## src/core/timer_pkg.sv

```systemverilog
// constants for the sixteen-bit timer/counter with external count clock
package timer_pkg;

  // register byte offsets on the ahb-lite bus
  localparam logic [7:0] ctrl_offset = 8'h00;
  localparam logic [7:0] count_low_offset = 8'h04;
  localparam logic [7:0] count_high_offset = 8'h08;
  localparam logic [7:0] flag_offset = 8'h0c;
  localparam logic [7:0] compare_low_offset = 8'h10;
  localparam logic [7:0] compare_high_offset = 8'h14;
  localparam logic [7:0] compare_mode_offset = 8'h18;

  // counter_control_reg field positions
  localparam int on_bit = 0;
  localparam int clock_source_select_bit = 1;
  localparam int sync_disable_bit = 2;
  localparam int lp_osc_enable_bit = 3;
  localparam int prescale_lsb = 4;
  localparam int prescale_msb = 5;
  localparam int ctrl_width = 6;

  // peripheral_flag_reg field position
  localparam int overflow_flag_bit = 0;

  // reset values and the top count value
  localparam logic [ctrl_width-1:0] ctrl_reset = 6'h00;
  localparam logic [15:0] count_reset = 16'h0000;
  localparam logic [15:0] count_top = 16'hffff;
  localparam logic [15:0] compare_reset = 16'h0000;
  localparam logic [3:0] compare_mode_reset = 4'h0;

  // compare_mode_field code for the special event trigger
  localparam logic [3:0] special_event_mode = 4'hb;

  // prescale_field codes
  localparam logic [1:0] prescale_div1 = 2'h0;
  localparam logic [1:0] prescale_div2 = 2'h1;
  localparam logic [1:0] prescale_div4 = 2'h2;
  localparam logic [1:0] prescale_div8 = 2'h3;

  // internal phase counter: four core clocks make one instruction cycle
  localparam logic [1:0] phase_one_code = 2'h0;
  localparam logic [1:0] phase_two_code = 2'h1;
  localparam logic [1:0] phase_three_code = 2'h2;
  localparam logic [1:0] phase_four_code = 2'h3;

  // ahb-lite encodings
  localparam logic [1:0] htrans_nonseq = 2'h2;
  localparam logic [2:0] hsize_word = 3'h2;

  typedef enum logic [3:0] {
    bus_idle = 4'b0001,
    bus_write = 4'b0010,
    bus_read_wait = 4'b0100,
    bus_read_done = 4'b1000
  } bus_state_t;

endpackage : timer_pkg

```

## src/core/count_prescaler.sv

```systemverilog
// ripple-style prescaler dividing the selected count source by 1, 2, 4 or 8
module count_prescaler (
  input wire logic core_clk,
  input wire logic srst,
  input wire logic raw_level,
  input wire logic clear,
  input wire logic [1:0] prescale_field,
  output logic divided_level
);
  import timer_pkg::*;

  logic raw_prev;
  logic [2:0] stage;

  always_ff @(posedge core_clk) begin
    if (srst) begin
      raw_prev <= 1'b0;
    end else begin
      raw_prev <= raw_level;
    end
  end

  // stage 0 toggles on each rising source edge and each higher stage on a falling edge of the one below, so every output is symmetrical
  always_ff @(posedge core_clk) begin
    if (srst || clear) begin
      stage <= 3'h0;
    end else if (raw_level && !raw_prev) begin
      stage <= stage + 3'h1;
    end
  end

  // 1:1 passes the source straight through
  always_comb begin
    unique case (prescale_field)
      prescale_div1: divided_level = raw_level;
      prescale_div2: divided_level = stage[0];
      prescale_div4: divided_level = stage[1];
      prescale_div8: divided_level = stage[2];
    endcase
  end

endmodule // count_prescaler

```

## src/core/phase_sync.sv

```systemverilog
// samples the prescaler output on phase two and phase four and makes a delayed count step
module phase_sync (
  input wire logic core_clk,
  input wire logic srst,
  input wire logic active,
  input wire logic phase_two,
  input wire logic phase_four,
  input wire logic divided_level,
  output logic count_step
);
  import timer_pkg::*;

  logic sampled;
  logic sampled_prev;
  logic rise_seen;

  // sampled only at the two phase points; a pulse must last two phases to be seen
  // while shut off both samples follow the level, so waking up never makes a false edge
  always_ff @(posedge core_clk) begin
    if (srst) begin
      sampled <= 1'b0;
      sampled_prev <= 1'b0;
    end else if (!active) begin
      sampled <= divided_level;
      sampled_prev <= divided_level;
    end else if (phase_two || phase_four) begin
      sampled <= divided_level;
      sampled_prev <= sampled;
    end
  end

  always_ff @(posedge core_clk) begin
    if (srst || !active) begin
      rise_seen <= 1'b0;
    end else begin
      rise_seen <= (phase_two || phase_four) && sampled && !sampled_prev;
    end
  end

  // one more stage: the count moves after synchronisation, never on the raw edge
  always_ff @(posedge core_clk) begin
    if (srst || !active) begin
      count_step <= 1'b0;
    end else begin
      count_step <= rise_seen;
    end
  end

endmodule // phase_sync

```

## src/core/ext_clock_timer.sv

```systemverilog
// sixteen-bit timer/counter with external count clock, ahb-lite register slave

////////////////////////////////////////////////////////////////////////////////
// How it works
// - with 1:1 prescale, sync samples prescaler output on phase two and four
// - synchronized counter steps only after a delay following synchronisation
// - other prescales divide the input by a ripple counter, output symmetrical
// - sync_disable_bit set passes the count input without phase synchronisation
// - asynchronous mode keeps counting in sleep; overflow can wake the core
// - asynchronous mode cannot be the capture or compare time base
// - byte reads of a running count always return a valid value
// - lp_osc_enable switches on the low-power oscillator, running in sleep
// - compare special-event mode 1011 trigger resets the count pair
// - a trigger reset never sets the overflow flag
// - trigger reset works in timer or synchronized mode only
// - a count write in the trigger cycle wins over the reset
// - compare pair acts as period: count restarts on match
// - count runs 0000h to FFFFh, wraps, and latches the overflow flag
// - synchronized mode does not count in sleep; prescaler keeps counting
// - prescale codes 11, 10, 01, 00 give 1:8, 1:4, 1:2, 1:1
// - clock_source_select set takes the pin rising edges, clear takes fosc/4
module ext_clock_timer #(
  parameter int addr_width = 8
) (
  input wire logic core_clk,
  input wire logic srst,
  input wire logic hsel,
  input wire logic [addr_width-1:0] haddr,
  input wire logic [1:0] htrans,
  input wire logic hwrite,
  input wire logic [2:0] hsize,
  input wire logic [31:0] hwdata,
  input wire logic hready,
  output logic hreadyout,
  output logic [31:0] hrdata,
  output logic hresp,
  input wire logic sleep,
  input wire logic ext_count_input,
  input wire logic lp_osc_in,
  output logic lp_osc_out,
  output logic overflow_flag,
  output logic wake_req,
  output logic timebase_valid,
  output logic compare_trigger
);
  import timer_pkg::*;

  // the map reaches offset 18h, so five address bits are the least the decoder can serve
  if (addr_width < 5) begin : g_width_check
    $error("addr_width too small for the register map");
  end

  ////////////////////////////////////////////////////////////////////////////////
  // registers and internal signals

  logic [ctrl_width-1:0] counter_control_reg;
  logic [15:0] count_pair;
  logic [15:0] compare_pair;
  logic [3:0] compare_mode_field;
  logic [1:0] phase;
  logic instr_level;
  logic count_source;
  logic divided_level;
  logic divided_prev;
  logic divided_rise;
  logic sync_step;
  logic count_step;
  logic counter_on;
  logic external_mode;
  logic async_mode;
  logic trigger_pending;
  logic count_write;
  logic bus_accept;
  bus_state_t bus_state;
  logic [7:0] data_addr;
  logic [31:0] read_value;

  assign counter_on = counter_control_reg[on_bit];
  assign external_mode = counter_control_reg[clock_source_select_bit];
  // the sync bit is ignored while the internal clock is selected
  assign async_mode = external_mode && counter_control_reg[sync_disable_bit];

  function automatic logic is_offset(input logic [7:0] addr, input logic [7:0] offset);
    is_offset = (addr == offset);
  endfunction

  ////////////////////////////////////////////////////////////////////////////////
  // phase clocks: four core clocks to one instruction cycle

  always_ff @(posedge core_clk) begin
    if (srst) begin
      phase <= phase_one_code;
    end else begin
      phase <= phase + 2'h1;
    end
  end

  // high in phases three and four, so its rising edge marks fosc/4
  assign instr_level = phase[1];

  ////////////////////////////////////////////////////////////////////////////////
  // low-power oscillator and count source

  // the amplifier output is the inverted input while enabled, parked low otherwise;
  // it is not gated by sleep, so the crystal keeps running
  always_ff @(posedge core_clk) begin
    if (srst) begin
      lp_osc_out <= 1'b0;
    end else begin
      lp_osc_out <= counter_control_reg[lp_osc_enable_bit] && !lp_osc_in;
    end
  end

  // pin edges when the source bit is set, instruction clock otherwise
  always_comb begin
    if (!external_mode) begin
      count_source = instr_level;
    end else if (counter_control_reg[lp_osc_enable_bit]) begin
      count_source = lp_osc_in;
    end else begin
      count_source = ext_count_input;
    end
  end

  // the prescaler is never gated by sleep, as in the real ripple chain
  count_prescaler u_prescaler (
    .core_clk(core_clk),
    .srst(srst),
    .raw_level(count_source),
    .clear(count_write),
    .prescale_field(counter_control_reg[prescale_msb:prescale_lsb]),
    .divided_level(divided_level)
  );

  // the synchroniser is shut off in sleep and when synchronisation is disabled
  phase_sync u_phase_sync (
    .core_clk(core_clk),
    .srst(srst),
    .active(external_mode && !async_mode && !sleep),
    .phase_two(phase == phase_two_code),
    .phase_four(phase == phase_four_code),
    .divided_level(divided_level),
    .count_step(sync_step)
  );

  always_ff @(posedge core_clk) begin
    if (srst) begin
      divided_prev <= 1'b0;
    end else begin
      divided_prev <= divided_level;
    end
  end

  assign divided_rise = divided_level && !divided_prev;

  // step selection per mode
  always_comb begin
    if (!counter_on) begin
      count_step = 1'b0;
    end else if (async_mode) begin
      count_step = divided_rise;
    end else if (external_mode) begin
      count_step = sync_step;
    end else begin
      count_step = divided_rise && !sleep;
    end
  end

  ////////////////////////////////////////////////////////////////////////////////
  // compare special event trigger

  // match on the period value while in special-event mode; not offered in
  // asynchronous mode, where the reset could be lost anyway
  always_ff @(posedge core_clk) begin
    if (srst) begin
      trigger_pending <= 1'b0;
    end else begin
      // a match lasts until the clear lands, so block it while a trigger is in flight
      trigger_pending <= (compare_mode_field == special_event_mode) && !async_mode
        && (count_pair == compare_pair) && !trigger_pending && !compare_trigger;
    end
  end

  always_ff @(posedge core_clk) begin
    if (srst) begin
      compare_trigger <= 1'b0;
    end else begin
      compare_trigger <= trigger_pending;
    end
  end

  always_ff @(posedge core_clk) begin
    if (srst) begin
      timebase_valid <= 1'b0;
    end else begin
      timebase_valid <= !async_mode;
    end
  end

  ////////////////////////////////////////////////////////////////////////////////
  // ahb-lite slave

  assign bus_accept = hsel && hready && htrans[1];

  always_ff @(posedge core_clk) begin
    if (srst) begin
      bus_state <= bus_idle;
    end else begin
      unique case (bus_state)
        bus_idle, bus_write, bus_read_done: begin
          if (bus_accept && hwrite) begin
            bus_state <= bus_write;
          end else if (bus_accept) begin
            bus_state <= bus_read_wait;
          end else begin
            bus_state <= bus_idle;
          end
        end
        bus_read_wait: begin
          bus_state <= bus_read_done;
        end
        default: begin
          bus_state <= bus_idle;
        end
      endcase
    end
  end

  always_ff @(posedge core_clk) begin
    if (srst) begin
      data_addr <= 8'h00;
    end else if (bus_accept) begin
      data_addr <= 8'({haddr[addr_width-1:2], 2'h0});
    end
  end

  // one wait state on reads so hrdata comes from a flop and sees any preceding write
  always_ff @(posedge core_clk) begin
    if (srst) begin
      hreadyout <= 1'b1;
    end else begin
      hreadyout <= !(bus_accept && !hwrite && bus_state != bus_read_wait);
    end
  end

  always_ff @(posedge core_clk) begin
    if (srst) begin
      hresp <= 1'b0;
    end else begin
      hresp <= 1'b0;
    end
  end

  // count bytes are read straight from the single-domain count, always coherent
  always_comb begin
    read_value = 32'h0000_0000;
    if (is_offset(data_addr, ctrl_offset)) begin
      read_value[ctrl_width-1:0] = counter_control_reg;
    end else if (is_offset(data_addr, count_low_offset)) begin
      read_value[7:0] = count_pair[7:0];
    end else if (is_offset(data_addr, count_high_offset)) begin
      read_value[7:0] = count_pair[15:8];
    end else if (is_offset(data_addr, flag_offset)) begin
      read_value[overflow_flag_bit] = overflow_flag;
    end else if (is_offset(data_addr, compare_low_offset)) begin
      read_value[7:0] = compare_pair[7:0];
    end else if (is_offset(data_addr, compare_high_offset)) begin
      read_value[7:0] = compare_pair[15:8];
    end else if (is_offset(data_addr, compare_mode_offset)) begin
      read_value[3:0] = compare_mode_field;
    end
  end

  always_ff @(posedge core_clk) begin
    if (srst) begin
      hrdata <= 32'h0000_0000;
    end else if (bus_state == bus_read_wait) begin
      hrdata <= read_value;
    end
  end

  assign count_write = (bus_state == bus_write)
    && (is_offset(data_addr, count_low_offset) || is_offset(data_addr, count_high_offset));

  ////////////////////////////////////////////////////////////////////////////////
  // control and compare registers

  always_ff @(posedge core_clk) begin
    if (srst) begin
      counter_control_reg <= ctrl_reset;
    end else if (bus_state == bus_write && is_offset(data_addr, ctrl_offset)) begin
      counter_control_reg <= hwdata[ctrl_width-1:0];
    end
  end

  always_ff @(posedge core_clk) begin
    if (srst) begin
      compare_pair <= compare_reset;
    end else if (bus_state == bus_write && is_offset(data_addr, compare_low_offset)) begin
      compare_pair[7:0] <= hwdata[7:0];
    end else if (bus_state == bus_write && is_offset(data_addr, compare_high_offset)) begin
      compare_pair[15:8] <= hwdata[7:0];
    end
  end

  always_ff @(posedge core_clk) begin
    if (srst) begin
      compare_mode_field <= compare_mode_reset;
    end else if (bus_state == bus_write && is_offset(data_addr, compare_mode_offset)) begin
      compare_mode_field <= hwdata[3:0];
    end
  end

  ////////////////////////////////////////////////////////////////////////////////
  // count pair

  // a byte write replaces that byte and wins over both a step and a trigger;
  // a write during a running count loses that one step, which is why software
  // stops the counter first
  always_ff @(posedge core_clk) begin
    if (srst) begin
      count_pair <= count_reset;
    end else if (count_write && is_offset(data_addr, count_low_offset)) begin
      count_pair[7:0] <= hwdata[7:0];
    end else if (count_write) begin
      count_pair[15:8] <= hwdata[7:0];
    end else if (compare_trigger) begin
      count_pair <= count_reset;
    end else if (count_step) begin
      count_pair <= count_pair + 16'h0001;
    end
  end

  // only a real wrap sets the flag, never a trigger reset; set beats clear
  always_ff @(posedge core_clk) begin
    if (srst) begin
      overflow_flag <= 1'b0;
    end else if (count_step && count_pair == count_top && !count_write && !compare_trigger) begin
      overflow_flag <= 1'b1;
    end else if (bus_state == bus_write && is_offset(data_addr, flag_offset)
        && hwdata[overflow_flag_bit]) begin
      overflow_flag <= 1'b0;
    end
  end

  // wake only comes from a wrap while asleep, which only the async path can do
  always_ff @(posedge core_clk) begin
    if (srst) begin
      wake_req <= 1'b0;
    end else begin
      wake_req <= sleep && count_step && count_pair == count_top && !count_write && !compare_trigger;
    end
  end

endmodule // ext_clock_timer

```

## config.mk

```make
export PLATFORM = sky130hd
export DESIGN_NAME = ext_clock_timer
export DESIGN_NICKNAME = d
export VERILOG_FILES = /design/src/core/timer_pkg.sv /design/src/core/count_prescaler.sv /design/src/core/phase_sync.sv /design/src/core/ext_clock_timer.sv
export SDC_FILE = /design/constraint.sdc
export NUM_CORES = 1
export LEC_CHECK = 0
export BUFFER_PORTS_ARGS = -buffer_cell sky130_fd_sc_hd__buf_2
export CAP_MARGIN = 5
export CELL_PAD_IN_SITES_DETAIL_PLACEMENT = 1
export CELL_PAD_IN_SITES_GLOBAL_PLACEMENT = 1
export CORE_MARGIN = 5
export CORE_UTILIZATION = 35
export CTS_CLUSTER_DIAMETER = 30
export DETAILED_ROUTE_END_ITERATION = 8
export HOLD_SLACK_MARGIN = 0.05
export PLACE_DENSITY = 0.78
export SLEW_MARGIN = 25
export SYNTH_ARGS = -nofsm -noshare
export SYNTH_HDL_FRONTEND = slang
export SYNTH_HIERARCHICAL = 1
export SYNTH_SLANG_ARGS = --single-unit
```

## constraint.sdc

```tcl
create_clock -name core_clk -period 3.3 [get_ports core_clk]
set_input_delay 0.66 -clock core_clk [delete_from_list [all_inputs] [get_ports core_clk]]
set_output_delay 0.66 -clock core_clk [all_outputs]
set_load 0.005 [all_outputs]
```

# After elaboration in Yosys (flattened, before gate mapping)
# Cells that the tools add are included.
# W data, S select, Z words.
[totals]
reg_bits = 78
out_inout_bits = 39
[classes]
add_sub_neg = 3
eq_ne = 21
mux = 30
bitwise_logic = 2
n_reduce_logical = 58
[ops]
columns = ["operator", "n"]
rows = [
  ["$mux W8", 6],
  ["$logic_and A1 B1 Y1", 33],
  ["$mux W16", 2],
  ["$eq A6 B3 Y1 const B", 3],
  ["$add A16 B1 Y16 const B", 1],
  ["$eq A16 B16 Y1", 1],
  ["$eq A16 B16 Y1 const B", 1],
  ["$eq A6 B2 Y1 const B", 2],
  ["$logic_not A1 Y1", 12],
  ["$mux W1", 12],
  ["$mux W4", 3],
  ["$eq A4 B4 Y1 const B", 2],
  ["$logic_not A8 Y1", 1],
  ["$pmux W4 S2", 1],
  ["$mux W7", 1],
  ["$eq A2 B2 Y1 const B", 3],
  ["$eq A6 B1 Y1 const B", 1],
  ["$mux W3", 2],
  ["$mux W6", 1],
  ["$reduce_and A2 Y1", 3],
  ["$reduce_bool A3 Y1", 2],
  ["$eq A2 B1 Y1 const B", 2],
  ["$eq A4 B1 Y1 const B", 1],
  ["$eq A4 B2 Y1 const B", 1],
  ["other kinds (13)", 17],
]

# Longest topological paths before layout
# Gate-level depths: netlist of run 1.
[depth]
ltp_word = 12
mapped_depth = 9
depth_no_buf = 8

# Cells and area by module
# The synthesis of run 1 kept the hierarchy.
[by_module_without_submodules]
columns = ["mod", "n_inst", "cells_each", "area_per_inst_um2", "seq_area_each_um2"]
rows = [
  ["ext_clock_timer", 1, 456, 3738.6, 1401.3],
  ["count_prescaler", 1, 15, 180.2, 80.1],
  ["phase_sync", 1, 15, 162.7, 80.1],
]

# Worst setup path after synthesis of run 1
# No wires, ideal clock.
[synth_timing]
path_kind = "input port to flip-flop"
startpoint = "in lp_osc_in"
endpoint = "reg count_pair[3]"
setup_ns = 0.091
arrival_time_ns = 2.425
setup_slack_ns = 0.784
path_stages = 9
path_cell_list = "mux2i_1 a21oi_1 mux4_2 nor2b_1 o2111a_2 o21ai_2 buf_6 or4_1 a311oi_1"
[synth_via]
elab_chain_len = 10
[synth_rtl]
columns = ["element", "line", "source"]
rows = [
  ["from (decl)", "ext_clock_timer.sv:39", "input wire logic lp_osc_in,"],
  ["$mux W1 (*)", "ext_clock_timer.sv:118", "end else if (counter_control_reg[lp_osc_enable_bit]) begin"],
  ["$mux W1 (*)", "ext_clock_timer.sv:116", "if (!external_mode) begin"],
  ["via count_source", "ext_clock_timer.sv:62", "logic count_source;"],
  ["$pmux W1 S4 (*)", "count_prescaler.sv:34", "unique case (prescale_field)"],
  ["via divided_level", "ext_clock_timer.sv:63", "logic divided_level;"],
  ["$logic_and A1 B1 Y1 (*)", "ext_clock_timer.sv:154", "assign divided_rise = divided_level && !divided_prev;"],
  ["$logic_and A1 B1 Y1", "ext_clock_timer.sv:165", "count_step = divided_rise && !sleep;"],
  ["$mux W1", "ext_clock_timer.sv:162", "end else if (external_mode) begin"],
  ["$mux W1 (*)", "ext_clock_timer.sv:160", "end else if (async_mode) begin"],
  ["$mux W1 (*)", "ext_clock_timer.sv:158", "if (!counter_on) begin"],
  ["$reduce_bool A3 Y1 (no source line) (*)", "-", ""],
  ["$reduce_and A2 Y1 (no source line) (*)", "-", ""],
  ["to (signal assigned)", "ext_clock_timer.sv:322", "count_pair <= count_reset;"],
  ["to (signal assigned)", "ext_clock_timer.sv:324", "count_pair[7:0] <= hwdata[7:0];"],
  ["to (signal assigned)", "ext_clock_timer.sv:328", "count_pair <= count_reset;"],
  ["to (decl)", "ext_clock_timer.sv:57", "logic [15:0] count_pair;"],
]
# Mark *: on every way through the listed nets, which the timed path passes. The rest lies on a longest branch.
# A chain may end at the register's enable or synchronous reset.

# Worst setup path after layout of run 1
[layout_timing]
startpoint = "reg counter_control_reg[3]"
endpoint = "reg count_pair[6]"
[layout_via]
elab_chain_len = 10
[layout_rtl]
columns = ["element", "line", "source"]
rows = [
  ["from (decl)", "ext_clock_timer.sv:56", "logic [ctrl_width-1:0] counter_control_reg;"],
  ["from (signal assigned)", "ext_clock_timer.sv:290", "counter_control_reg <= ctrl_reset;"],
  ["from (signal assigned)", "ext_clock_timer.sv:292", "counter_control_reg <= hwdata[ctrl_width-1:0];"],
  ["$mux W1 (*)", "ext_clock_timer.sv:118", ""],
  ["$mux W1 (*)", "ext_clock_timer.sv:116", ""],
  ["via count_source", "ext_clock_timer.sv:62", ""],
  ["$pmux W1 S4 (*)", "count_prescaler.sv:34", ""],
  ["via divided_level", "ext_clock_timer.sv:63", ""],
  ["$logic_and A1 B1 Y1 (*)", "ext_clock_timer.sv:154", ""],
  ["$logic_and A1 B1 Y1", "ext_clock_timer.sv:165", ""],
  ["$mux W1", "ext_clock_timer.sv:162", ""],
  ["$mux W1 (*)", "ext_clock_timer.sv:160", ""],
  ["$mux W1 (*)", "ext_clock_timer.sv:158", ""],
  ["$reduce_bool A3 Y1 (no source line) (*)", "-", ""],
  ["$reduce_and A2 Y1 (no source line) (*)", "-", ""],
]
# Marked as above.

==> impl_results.md, run 1 <==
* Outcome: completed
* Setup bufs post-CTS at 0
* Initial Utilization at 35.7%
* XOR/XNOR Fraction of Synth Area at 4.29%
* Vias post-DR at 3815
* Initial antenna violation count at 0
* Share of cells above drive strength 1 at 12.9%
* Fin crit share at 84.7%
* Final HPWL DP at 9670 um
* Avg WL per Cell at 20.4 um
* Post-Syn Instances at 486
* Pleak at 0.00164 uW
* Layout area overhead at 11.4%
* Hold_buf cts at 0
* Die Y at 118 um
* Total Nets Final at 565
* Fin. Hold Viols at 0
* Sequential area share after synthesis at 38.3%
* CTS sink count at 78
* First-pass GRT wire length at 21300 um
* Full die area at 13900 sq um
* Yosys cell types at 65
* Rows at 39
* Post-synth top area share at 38.3%
* Arr. time, crit path at 3.04 ns
* Max Freq at 358 MHz
* Post-synthesis adder-cell area fraction at 1.23%
* Largest area contributor in the netlist: dfxtp_1
* EDFF count, synth at 0
* Antenna cells at 0
* Pwr/cell area at 459 nW/um^2
* Critical Path End Type: flip-flop
* Max-cap violations at 0
* Placed Cells at 640
* Largest net degree at the start of global routing at 57
* R2R depth at 8
* Fin crit period at 2.79 ns
* Num CTS Buffers at 9
* Top Ports at 92
* Most numerous cell in the Yosys netlist: dfxtp_1
* Layout Skew at 0.0106 ns
* Clock Pin Slew Worst Setup and Hold Paths at 0.06 ns
* Hold Path Stages at 1
* Synth Area per Inst at 8.40 sq um
* Clk root buf: clkbuf_16
* Vias in the first global route at 3910
* Critical path required time at 3.55 ns
* Yosys reg bits at 78
* Largest family of logic cells by synthesized area: simple AND/OR/NAND/NOR gates
* Critical path cell sequence: mux2i_1, a21oi_1, mux4_2, nor2b_1, o2111a_2, o21ai_2, o21ai_1, a311oi_1
* Delay of the slowest cell on the worst path at 0.53 ns
* Setup TNS at 0 ns
* Setup CP Type: flip-flop to flip-flop
* Slew HR at 42.2%
* Critical path fanouts, max at 13
* Detail Route Antenna Nets at 0
* Post-CTS Resized at 0
* Slowest stage cell, crit path: mux4_2
* Setup ws final at 0.506 ns
* Drt pass-1 iters at 6
* Core area at 11400 sq um
* Hold Crit Class: flip-flop to flip-flop
* Place WS at 0.273 ns
* Cell Area, Synth at 4080 sq um
* Biggest regs: compare_pair x16, count_pair x16, hrdata x8
* Routed vias/inst at 5.82
* Gr usage total at 19.1%
* Synth cell count leaders: dfxtp_1, a21oi_1, nand2_1
* Final cell count without fillers at 655
* Pins over their slew limit at 0
* Total routed wirelength at 13400 um
* Horiz. Die Dim at 118 um
* Top cells by area, synth: dfxtp_1, a21oi_1, nand3_1
* Port bufs at 36
* Synthesis Warnings at 6
* DRC viols at 0
* Post-synth top flop: dfxtp_1
* Asr flop ratio synth at 0%
* Grt total ovfl at 0
* TritonCTS clock tree: yes
* Unrepaired setup endpoints after global routing: false
* DRT iter0 DRCs at 322
* Startpoint type of the worst setup path: flip-flop
* Area fraction in and, or, nand and nor cells after synthesis at 24.7%
* GP Congestion at 0.895
* Clk_lat worst skew at 0.35 ns
* Clk buf depth at 2
* Peak VDD IR at 0.236 mV
* H-tree levels at 3
* Final setup viols at 0
* Mux cell area share after synthesis at 3.25%
* Post-synthesis compound-gate area fraction at 19.8%
* Worst-Margin Slew at 0.859 ns
[per-stage QoR]
step | cell area, sq um | power (uW) | hold WS [ns] | util, %
after floorplan | 4170 | 1080 | 0.421 | -
after global placement | 4260 | 1100 | 0.431 | 37.3
after detailed placement | 4260 | 1110 | 0.444 | 37.3
after CTS | 4550 | 2100 | 0.458 | 39.8
after global routing | 4550 | 2160 | 0.496 | 39.8
final | 4550 | 2090 | 0.452 | 39.8
[cell type report]
cell class / count / area [sq um]
clock inverters: 4 / 47.5
clock buffers: 11 / 243
repair buffers: 41 / 218
fillers: 1378 / 6870
inverters: 7 / 26.3
well taps: 143 / 179
multi-input cells: 371 / 2270
flip-flops and latches: 78 / 1560
[kinds of logic after synthesis]
kind of cell | count (synthesis)
buffers and inverters | 61
other | 1
AO/OA/AOI/OAI | 124
XOR/XNOR | 20
flip-flops | 78
multiplexers | 12
AND/OR/NAND/NOR | 186
adder cells (fa/ha/maj) | 4
[worst max-delay path, delay by kind of cell (launching register included)]
family,cells,cell delay (ns)
muxes,2,0.74
DFF,1,0.43
AOI/OAI and AO/OA,5,1.37
and+or+nand+nor,1,0.17
[placed cells by master, fill, tap and decap left out, types with 11 or more instances in the layout]
cell type,instances
nor2_1,24
dfxtp_1,78
conb_1,25
o21ai_0,16
nand3_1,39
buf_2,36
a21oi_1,53
xnor2_1,15
mux2i_1,11
nand2_1,48
[worst paths after layout]
path | from | slack [ns] | end
max | counter_control_reg[3] | 0.51 | count_pair[6]
min | phase[0] | 0.45 | phase[0]
max reg2reg | counter_control_reg[3] | 0.51 | count_pair[6]
min reg2reg | phase[0] | 0.45 | phase[0]
[where the power goes]
| part | internal, uW | leakage [uW] | switching [uW] | total [uW] |
|---|---|---|---|---|
| Sequential | 954 | 0.000630 | 11.7 | 966 |
| Combinational | 38.5 | 0.000867 | 85.2 | 124 |
| Clock | 600 | 0.000141 | 396 | 995 |
| Total | 1590 | 0.00164 | 492 | 2080 |
[per-layer routing]
metal / vias up / track usage [%] / share of wire, %
met3: 29 / 3.99 / 5.2
met4: 0 / 8.10 / 2.9
met2: 116 / 31.7 / 49
li1: 1767 / - / -
met5: - / 0 / 0
met1: 1903 / 24.0 / 43
(Power assumes the default switching activity.)
==> inputs of run 2 (changes only) <==
--- a/config.mk
+++ b/config.mk
@@ -14,7 +14,7 @@
 export CTS_CLUSTER_DIAMETER = 30
 export DETAILED_ROUTE_END_ITERATION = 8
 export HOLD_SLACK_MARGIN = 0.05
-export PLACE_DENSITY = 0.78
+export PLACE_DENSITY = 0.81
 export SLEW_MARGIN = 25
 export SYNTH_ARGS = -nofsm -noshare
 export SYNTH_HDL_FRONTEND = slang
==> constraint.sdc (replaced) <==
create_clock -name core_clk -period 2.44 [get_ports core_clk]
set_input_delay 0.488 -clock core_clk [delete_from_list [all_inputs] [get_ports core_clk]]
set_output_delay 0.488 -clock core_clk [all_outputs]
set_load 0.005 [all_outputs]
==> run 2 against run 1 <==
Critical path depth rose by 1. Highest routed layer unchanged. Critical path type unchanged. Die area did not move. Largest power group unchanged. Total power rose by 38%. Largest cell class unchanged. Global-route usage rose by 0.47 points. Hold slack got worse by 0.13 ns. Via count rose by 2.0%.
==> impl_results.md, run 2 (synthesized netlist as in run 1, its figures left out) <==
* Unrepaired setup endpoints after global routing: true (was false)
* Critical path required time at 2.69 ns (was 3.55 ns)
* R2R depth at 9 (was 8)
* Die Y at 118 um (unchanged)
* Port bufs at 36 (unchanged)
* Commonest non-fill, non-tap cell in the layout: dfxtp_1 (unchanged)
* Outcome: completed (unchanged)
* Rows at 39 (unchanged)
* Routed vias/inst at 5.79 (was 5.82)
* Peak VDD IR at 0.400 mV (was 0.236 mV)
* Setup CP Type: flip-flop to flip-flop (unchanged)
* Biggest regs: compare_pair x16, count_pair x16, hrdata x8 (unchanged)
* Grt total ovfl at 0 (unchanged)
* Total Nets Final at 581 (was 565)
* Share of cells above drive strength 1 at 16.4% (was 12.9%)
* Drt pass-1 iters at 5 (was 6)
* Pwr/cell area at 608 nW/um^2 (was 459 nW/um^2)
* Initial antenna violation count at 0 (unchanged)
* Gr usage total at 19.6% (was 19.1%)
* Startpoint type of the worst setup path: flip-flop (unchanged)
* Place WS at -0.375 ns (was 0.273 ns)
* Final Util at 41.4% (was 39.8%)
* Top Ports at 92 (unchanged)
* Delay of the slowest cell on the worst path at 0.48 ns (was 0.53 ns)
* Pleak at 0.00173 uW (was 0.00164 uW)
* Antenna cells at 0 (unchanged)
* Slew HR at 45.1% (was 42.2%)
* Total routed wirelength at 13800 um (was 13400 um)
* Num CTS Buffers at 9 (unchanged)
* CTS sink count at 78 (unchanged)
* Detail Route Antenna Nets at 0 (unchanged)
* Full die area at 13900 sq um (unchanged)
* Avg WL per Cell at 20.6 um (was 20.4 um)
* Most frequent cells in the layout: dfxtp_1, a21oi_1, nand2_1 (unchanged)
* Vias post-DR at 3890 (was 3815)
* Arr. time, crit path at 2.64 ns (was 3.04 ns)
* Worst-Margin Slew at 0.820 ns (was 0.859 ns)
* H-tree levels at 3 (unchanged)
* Setup ws final at 0.0444 ns (was 0.506 ns)
* Hold Crit Class: input pin to flip-flop (was flip-flop to flip-flop)
* Fin crit period at 2.40 ns (was 2.79 ns)
* Clk_lat worst skew at 0.35 ns (about the same)
* DRT iter0 DRCs at 333 (was 322)
* Fin Hold WS at 0.321 ns (was 0.452 ns)
* Max Freq at 417 MHz (was 358 MHz)
* Critical Path End Type: flip-flop (unchanged)
* Max-cap violations at 0 (unchanged)
* Clk root buf: clkbuf_16 (unchanged)
* Largest net degree at the start of global routing at 58 (was 57)
* Hold Path Stages at 2 (was 1)
* Initial Utilization at 35.7% (unchanged)
* Hold_buf cts at 0 (unchanged)
* Pins over their slew limit at 0 (unchanged)
* Fin crit share at 98.2% (was 84.7%)
* Clock Pin Slew Worst Setup and Hold Paths at 0.06 ns (about the same)
* Vias in the first global route at 4041 (was 3910)
* Slowest stage cell, crit path: mux4_2 (unchanged)
* Clk buf depth at 2 (unchanged)
* Core area at 11400 sq um (unchanged)
* Fin. Hold Viols at 0 (unchanged)
* Critical path fanouts, max at 7 (was 13)
* Layout Skew at 0.0115 ns (was 0.0106 ns)
* Horiz. Die Dim at 118 um (unchanged)
* Final setup viols at 0 (unchanged)
* First-pass GRT wire length at 21900 um (was 21300 um)
* Final HPWL DP at 9590 um (was 9670 um)
* TritonCTS clock tree: yes (unchanged)
* Layout area overhead at 15.8% (was 11.4%)
* GP Congestion at 0.899 (was 0.895)
* DRC viols at 0 (unchanged)
* Critical path cell sequence: mux2i_1, a21oi_2, mux4_2, nor2b_4, o2111a_2, buf_4, o21ai_4, o21ai_1, a311oi_1 (was mux2i_1, a21oi_1, mux4_2, nor2b_1, o2111a_2, o21ai_2, o21ai_1, a311oi_1)
[run 2: cell count changes in the layout (fill, tap and decap cells not counted), moves of 2 or more]
cell,before,now
buf_4,5,17
buf_12,0,2
dfxtp_1,78,76
dfxtp_2,0,2
inv_6,0,2
o21ai_0,16,14
o21ai_1,5,7
[run 2: area by class of cell]
| cell class | instances | area (sq um) |
|---|---|---|
| clock buffer | 10 | 229 |
| inverter | 7 | 26.3 |
| fill | 1380 | 6690 |
| multi-input combinational | 372 | 2300 |
| sequential | 78 | 1560 |
| clock inverter | 6 | 68.8 |
| timing repair buffer | 56 | 359 |
| tap | 143 | 179 |
[run 2: path summary, 6_finish.rpt]
kind                         to                    from  slack [ns]
setup / recovery  count_pair[4]  counter_control_reg[3]        0.04
hold / removal       lp_osc_out               lp_osc_in        0.32
setup reg to reg  count_pair[4]  counter_control_reg[3]        0.04
hold reg to reg        phase[0]                phase[0]        0.46
[run 2: power breakdown]
part           switching [uW]  leakage, uW  internal [uW]  total [uW]
clock network             583     0.000143            800        1380
registers                16.2     0.000631           1290        1310
logic                     118     0.000954           65.4         183
total                     717      0.00173           2160        2870
[run 2: per-stage QoR]
| stage | setup TNS (ns) | power, uW | cells | area, sq um |
|---|---|---|---|---|
| finish | 0 | 2870 | 672 | 4720 |
| global route | -0.251 | 2970 | 672 | 4720 |
| CTS | 0 | 2890 | 666 | 4670 |
| detailed placement | -3.93 | 1500 | 649 | 4350 |
| global placement | -2.31 | 1490 | 649 | 4350 |
| floorplan | 0 | 1460 | 510 | 4170 |
[run 2: worst max-delay path, delay by kind of cell, from the launching register on]
kind / cells / cell delay [ns]
buffers and inverters: 1 / 0.15
muxes: 2 / 0.68
DFF: 1 / 0.33
AOI/OAI and AO/OA: 5 / 0.98
and+or+nand+nor: 1 / 0.15
[run 2: routing by layer]
layer | vias up | GRT usage (%) | wire length [um]
met4 | 0 | 6.81 | 327
met3 | 31 | 5.09 | 637
met5 | - | 0 | 0
met1 | 1944 | 23.5 | 5940
met2 | 113 | 33.7 | 6920
li1 | 1802 | - | -
[run 2: what timing repair did]
action / CTS / global route
setup endpoints to repair: 13 / 13
pin swaps: 3 / 7
gates cloned: 0 / 1
buffers inserted: 1 / 5
resized for setup: 3 / 6
==> inputs of run 3 (changes only) <==
--- a/config.mk
+++ b/config.mk
@@ -5,6 +5,7 @@
 export SDC_FILE = /design/constraint.sdc
 export NUM_CORES = 1
 export LEC_CHECK = 0
+export ABC_AREA = 1
 export BUFFER_PORTS_ARGS = -buffer_cell sky130_fd_sc_hd__buf_2
 export CAP_MARGIN = 5
 export CELL_PAD_IN_SITES_DETAIL_PLACEMENT = 1
@@ -14,7 +15,7 @@
 export CTS_CLUSTER_DIAMETER = 30
 export DETAILED_ROUTE_END_ITERATION = 8
 export HOLD_SLACK_MARGIN = 0.05
-export PLACE_DENSITY = 0.81
+export PLACE_DENSITY = 0.83
 export SLEW_MARGIN = 25
 export SYNTH_ARGS = -nofsm -noshare
 export SYNTH_HDL_FRONTEND = slang
==> run 3 against run 2 <==
Hold slack lost 0.014 ns. Wire length grew 11%. Die area grew 9.2%.
==> impl_results.md, run 3 <==
* Outcome: completed (unchanged)
* Synth Area per Inst at 6.80 sq um (was 8.40 sq um)
* Arr. time, crit path at 2.39 ns (was 2.64 ns)
* Worst-Margin Slew at 0.599 ns (was 0.820 ns)
* Fin. Hold Viols at 0 (unchanged)
* Largest net degree at the start of global routing at 17 (was 58)
* Pwr/cell area at 612 nW/um^2 (was 608 nW/um^2)
* Pins over their slew limit at 0 (unchanged)
* Full die area at 15200 sq um (was 13900 sq um)
* Initial antenna violation count at 0 (unchanged)
* Grt total ovfl at 0 (unchanged)
* Fin crit period at 2.14 ns (was 2.40 ns)
* Port bufs at 36 (unchanged)
* Avg WL per Cell at 17.6 um (was 20.6 um)
* Detail Route Antenna Nets at 0 (unchanged)
* Peak VDD IR at 0.310 mV (was 0.400 mV)
* Total routed wirelength at 15400 um (was 13800 um)
* Total Nets Final at 756 (was 581)
* Most frequent cells in the layout: nand2_1, nor2_1, inv_1, dfxtp_1, o21ai_0 (was dfxtp_1, a21oi_1, nand2_1)
* R2r setup slk at 0.30 ns (was 0.04 ns)
* DRT iter0 DRCs at 464 (was 333)
* Synth cell count leaders: nand2_1, nor2_1, dfxtp_1 (was dfxtp_1, a21oi_1, nand2_1)
* Slew HR at 60.1% (was 45.1%)
* Setup TNS at 0 ns (unchanged)
* Vias in the first global route at 4685 (was 4041)
* Post-DP Area at 4760 sq um (was 4350 sq um)
* Biggest regs: compare_pair x16, count_pair x16, hrdata x8 (unchanged)
* DRC viols at 0 (unchanged)
* Unrepaired setup endpoints after global routing: false (was true)
* Startpoint type of the worst setup path: flip-flop (unchanged)
* Clk root buf: clkbuf_16 (unchanged)
* Post-Syn Instances at 660 (was 486)
* Initial Utilization at 35.6% (was 35.7%)
* Gr usage total at 21.1% (was 19.6%)
* Core area at 12600 sq um (was 11400 sq um)
* Die Y at 123 um (was 118 um)
* Post-synth top area share at 34.8% (was 38.3%)
* Top cells by area, synth: dfxtp_1, nand2_1, nor2_1 (was dfxtp_1, a21oi_1, nand3_1)
* Slowest stage cell, crit path: dfxtp_1 (was mux4_2)
* P_int at 2390 uW (was 2160 uW)
* Fillers at 1666 (was 1380)
* Critical path required time at 2.69 ns (about the same)
* Placed Cells at 860 (was 649)
* Layout Skew at 0.00833 ns (was 0.0115 ns)
* Switching pwr at 747 uW (was 717 uW)
* Yosys cell types at 38 (was 65)
* Fin crit share at 87.7% (was 98.2%)
* Switching Share at 23.8% (was 25.0%)
* Setup bufs post-CTS at 0 (was 1)
* Critical path fanouts, max at 14 (was 7)
* Hold Crit Class: input pin to flip-flop (unchanged)
* Num CTS Buffers at 9 (unchanged)
* Yosys reg bits at 78 (unchanged)
* Cell Area, Synth at 4490 sq um (was 4080 sq um)
* Critical Path End Type: flip-flop (unchanged)
* Clock share of power at 51.5% (was 48.1%)
* Asr flop ratio synth at 0% (unchanged)
* Place WS at 0.0784 ns (was -0.375 ns)
* H-tree levels at 3 (unchanged)
* Final setup viols at 0 (unchanged)
* Horiz. Die Dim at 123 um (was 118 um)
* Largest area contributor in the netlist: dfxtp_1 (unchanged)
* Antenna cells at 0 (unchanged)
* Hold_buf cts at 0 (unchanged)
* CP Buf/Inv Count at 1 (unchanged)
* Combinational share of power at 7.0% (was 6.4%)
* Layout area overhead at 14.3% (was 15.8%)
* Vias post-DR at 4485 (was 3890)
* Max Freq at 467 MHz (was 417 MHz)
* Rows at 41 (was 39)
* First-pass GRT wire length at 24500 um (was 21900 um)
* Final cell count without fillers at 876 (was 672)
* Post-synth top flop: dfxtp_1 (unchanged)
* Commonest non-fill, non-tap cell in the layout: nand2_1 (was dfxtp_1)
* Post-CTS Resized at 0 (was 3)
* Clk buf depth at 2 (unchanged)
* Most used cell, CP: nand2_1
* Clock Pin Slew Worst Setup and Hold Paths at 0.07 ns (was 0.06 ns)
* Sequential Power Share at 41.6% (was 45.5%)
* Delay of the slowest cell on the worst path at 0.33 ns (was 0.48 ns)
* Max-cap violations at 0 (unchanged)
* GP Congestion at 0.885 (was 0.899)
* Drt pass-1 iters at 4 (was 5)
* EDFF count, synth at 0 (unchanged)
* Critical path cell sequence: inv_1, o21ai_1, o22ai_2, nor2_1, nor2_1, nand2_1, nand2_1, nand2_1, nand2_1, nand3_1, nand2_1, nand2_8, nand2_8, nand2_1, a21oi_1, nor2_1 (was mux2i_1, a21oi_2, mux4_2, nor2b_4, o2111a_2, buf_4, o21ai_4, o21ai_1, a311oi_1)
* Sequential area share after synthesis at 34.8% (was 38.3%)
* Fin area at 5130 sq um (was 4720 sq um)
* Clk_lat worst skew at 0.35 ns (about the same)
* TritonCTS clock tree: yes (unchanged)
* Synthesis Warnings at 6 (unchanged)
* CTS sink count at 78 (unchanged)
* Final HPWL DP at 11600 um (was 9590 um)
* Setup ws final at 0.299 ns (was 0.0444 ns)
* Setup CP Type: flip-flop to flip-flop (unchanged)
* Top Ports at 92 (unchanged)
* Pleak at 0.00214 uW (was 0.00173 uW)
* Family with the most delay on the worst path: simple AND/OR/NAND/NOR gates (was compound AO/OA/AOI/OAI gates)
* Routed vias/inst at 5.12 (was 5.79)
* Share of cells above drive strength 1 at 15.2% (was 16.4%)
* Fin Hold WS at 0.307 ns (was 0.321 ns)
* Most numerous cell in the Yosys netlist: nand2_1 (was dfxtp_1)
==> run 3: cells by family (layout without fill, tap and decap cells) <==
group	after synthesis	in the layout	share of synthesized area (%)
other	1	25	0.0835
buffers and inverters	130	150	13.7
AND/OR/NAND/NOR	307	307	32.8
XOR/XNOR	11	11	2.15
flip-flops	78	78	34.8
AO/OA/AOI/OAI	129	129	15.4
adder cells (fa/ha/maj)	4	4	1.11
==> run 3: layout make-up <==
class                           instances  area [sq um]  area share [%]
Multi-Input combinational cell        476          2420            47.1
Sequential cell                        78          1560            30.4
Inverter                               89           334            6.51
Timing Repair Buffer                   45           248            4.83
Clock buffer                           10           239            4.66
Tap cell                              172           215            4.19
Clock inverter                          6           116            2.27
==> run 3: power by group through the flow <==
| stage | Sequential, uW | Clock, uW | Combinational [uW] |
|---|---|---|---|
| after global routing | 1310 | 1700 | 246 |
| after detailed placement | 1330 | 0 | 213 |
| after floorplan | 1330 | 0 | 161 |
| after CTS | 1300 | 1640 | 216 |
| after global placement | 1330 | 0 | 204 |
| final | 1300 | 1620 | 218 |
==> run 3: worst paths after layout <==
check	start	to	cells after the start
worst min register to register	u_phase_sync/rise_seen	u_phase_sync/count_step	2
worst max register to register	counter_control_reg[3]	count_pair[11]	16
worst max-delay path	counter_control_reg[3]	count_pair[11]	16
worst min-delay path	hwrite	bus_state[2]	2
==> run 3: worst reg2reg max path: stages (launching register included) <==
cell and delay (ns):
dfxtp_1 0.33, inv_1 0.10, o21ai_1 0.09, o22ai_2 0.14
nor2_1 0.07, nor2_1 0.11, nand2_1 0.06, nand2_1 0.14
nand2_1 0.08, nand2_1 0.07, nand3_1 0.13, nand2_1 0.19
nand2_8 0.14, nand2_8 0.14, nand2_1 0.07, a21oi_1 0.13
nor2_1 0.05
==> run 3: through the flow <==
stage | total power (uW) | util [%]
3_5_place_dp | 1550 | 37.7
3_3_place_gp | 1540 | 37.7
5_1_grt | 3250 | 40.7
6_report | 3140 | 40.7
2_1_floorplan | 1490 | -
4_1_cts | 3160 | 40.5
==> run 3: per-layer routing <==
| layer | vias up | share of wire [%] | global-route usage, % | routed length, um |
|---|---|---|---|---|
| li1 | 2178 | - | - | - |
| met5 | - | 0 | 0 | 0 |
| met1 | 2147 | 39 | 25.0 | 6070 |
| met2 | 128 | 50 | 36.7 | 7770 |
| met3 | 32 | 6.6 | 4.21 | 1020 |
| met4 | 0 | 3.6 | 9.69 | 550 |
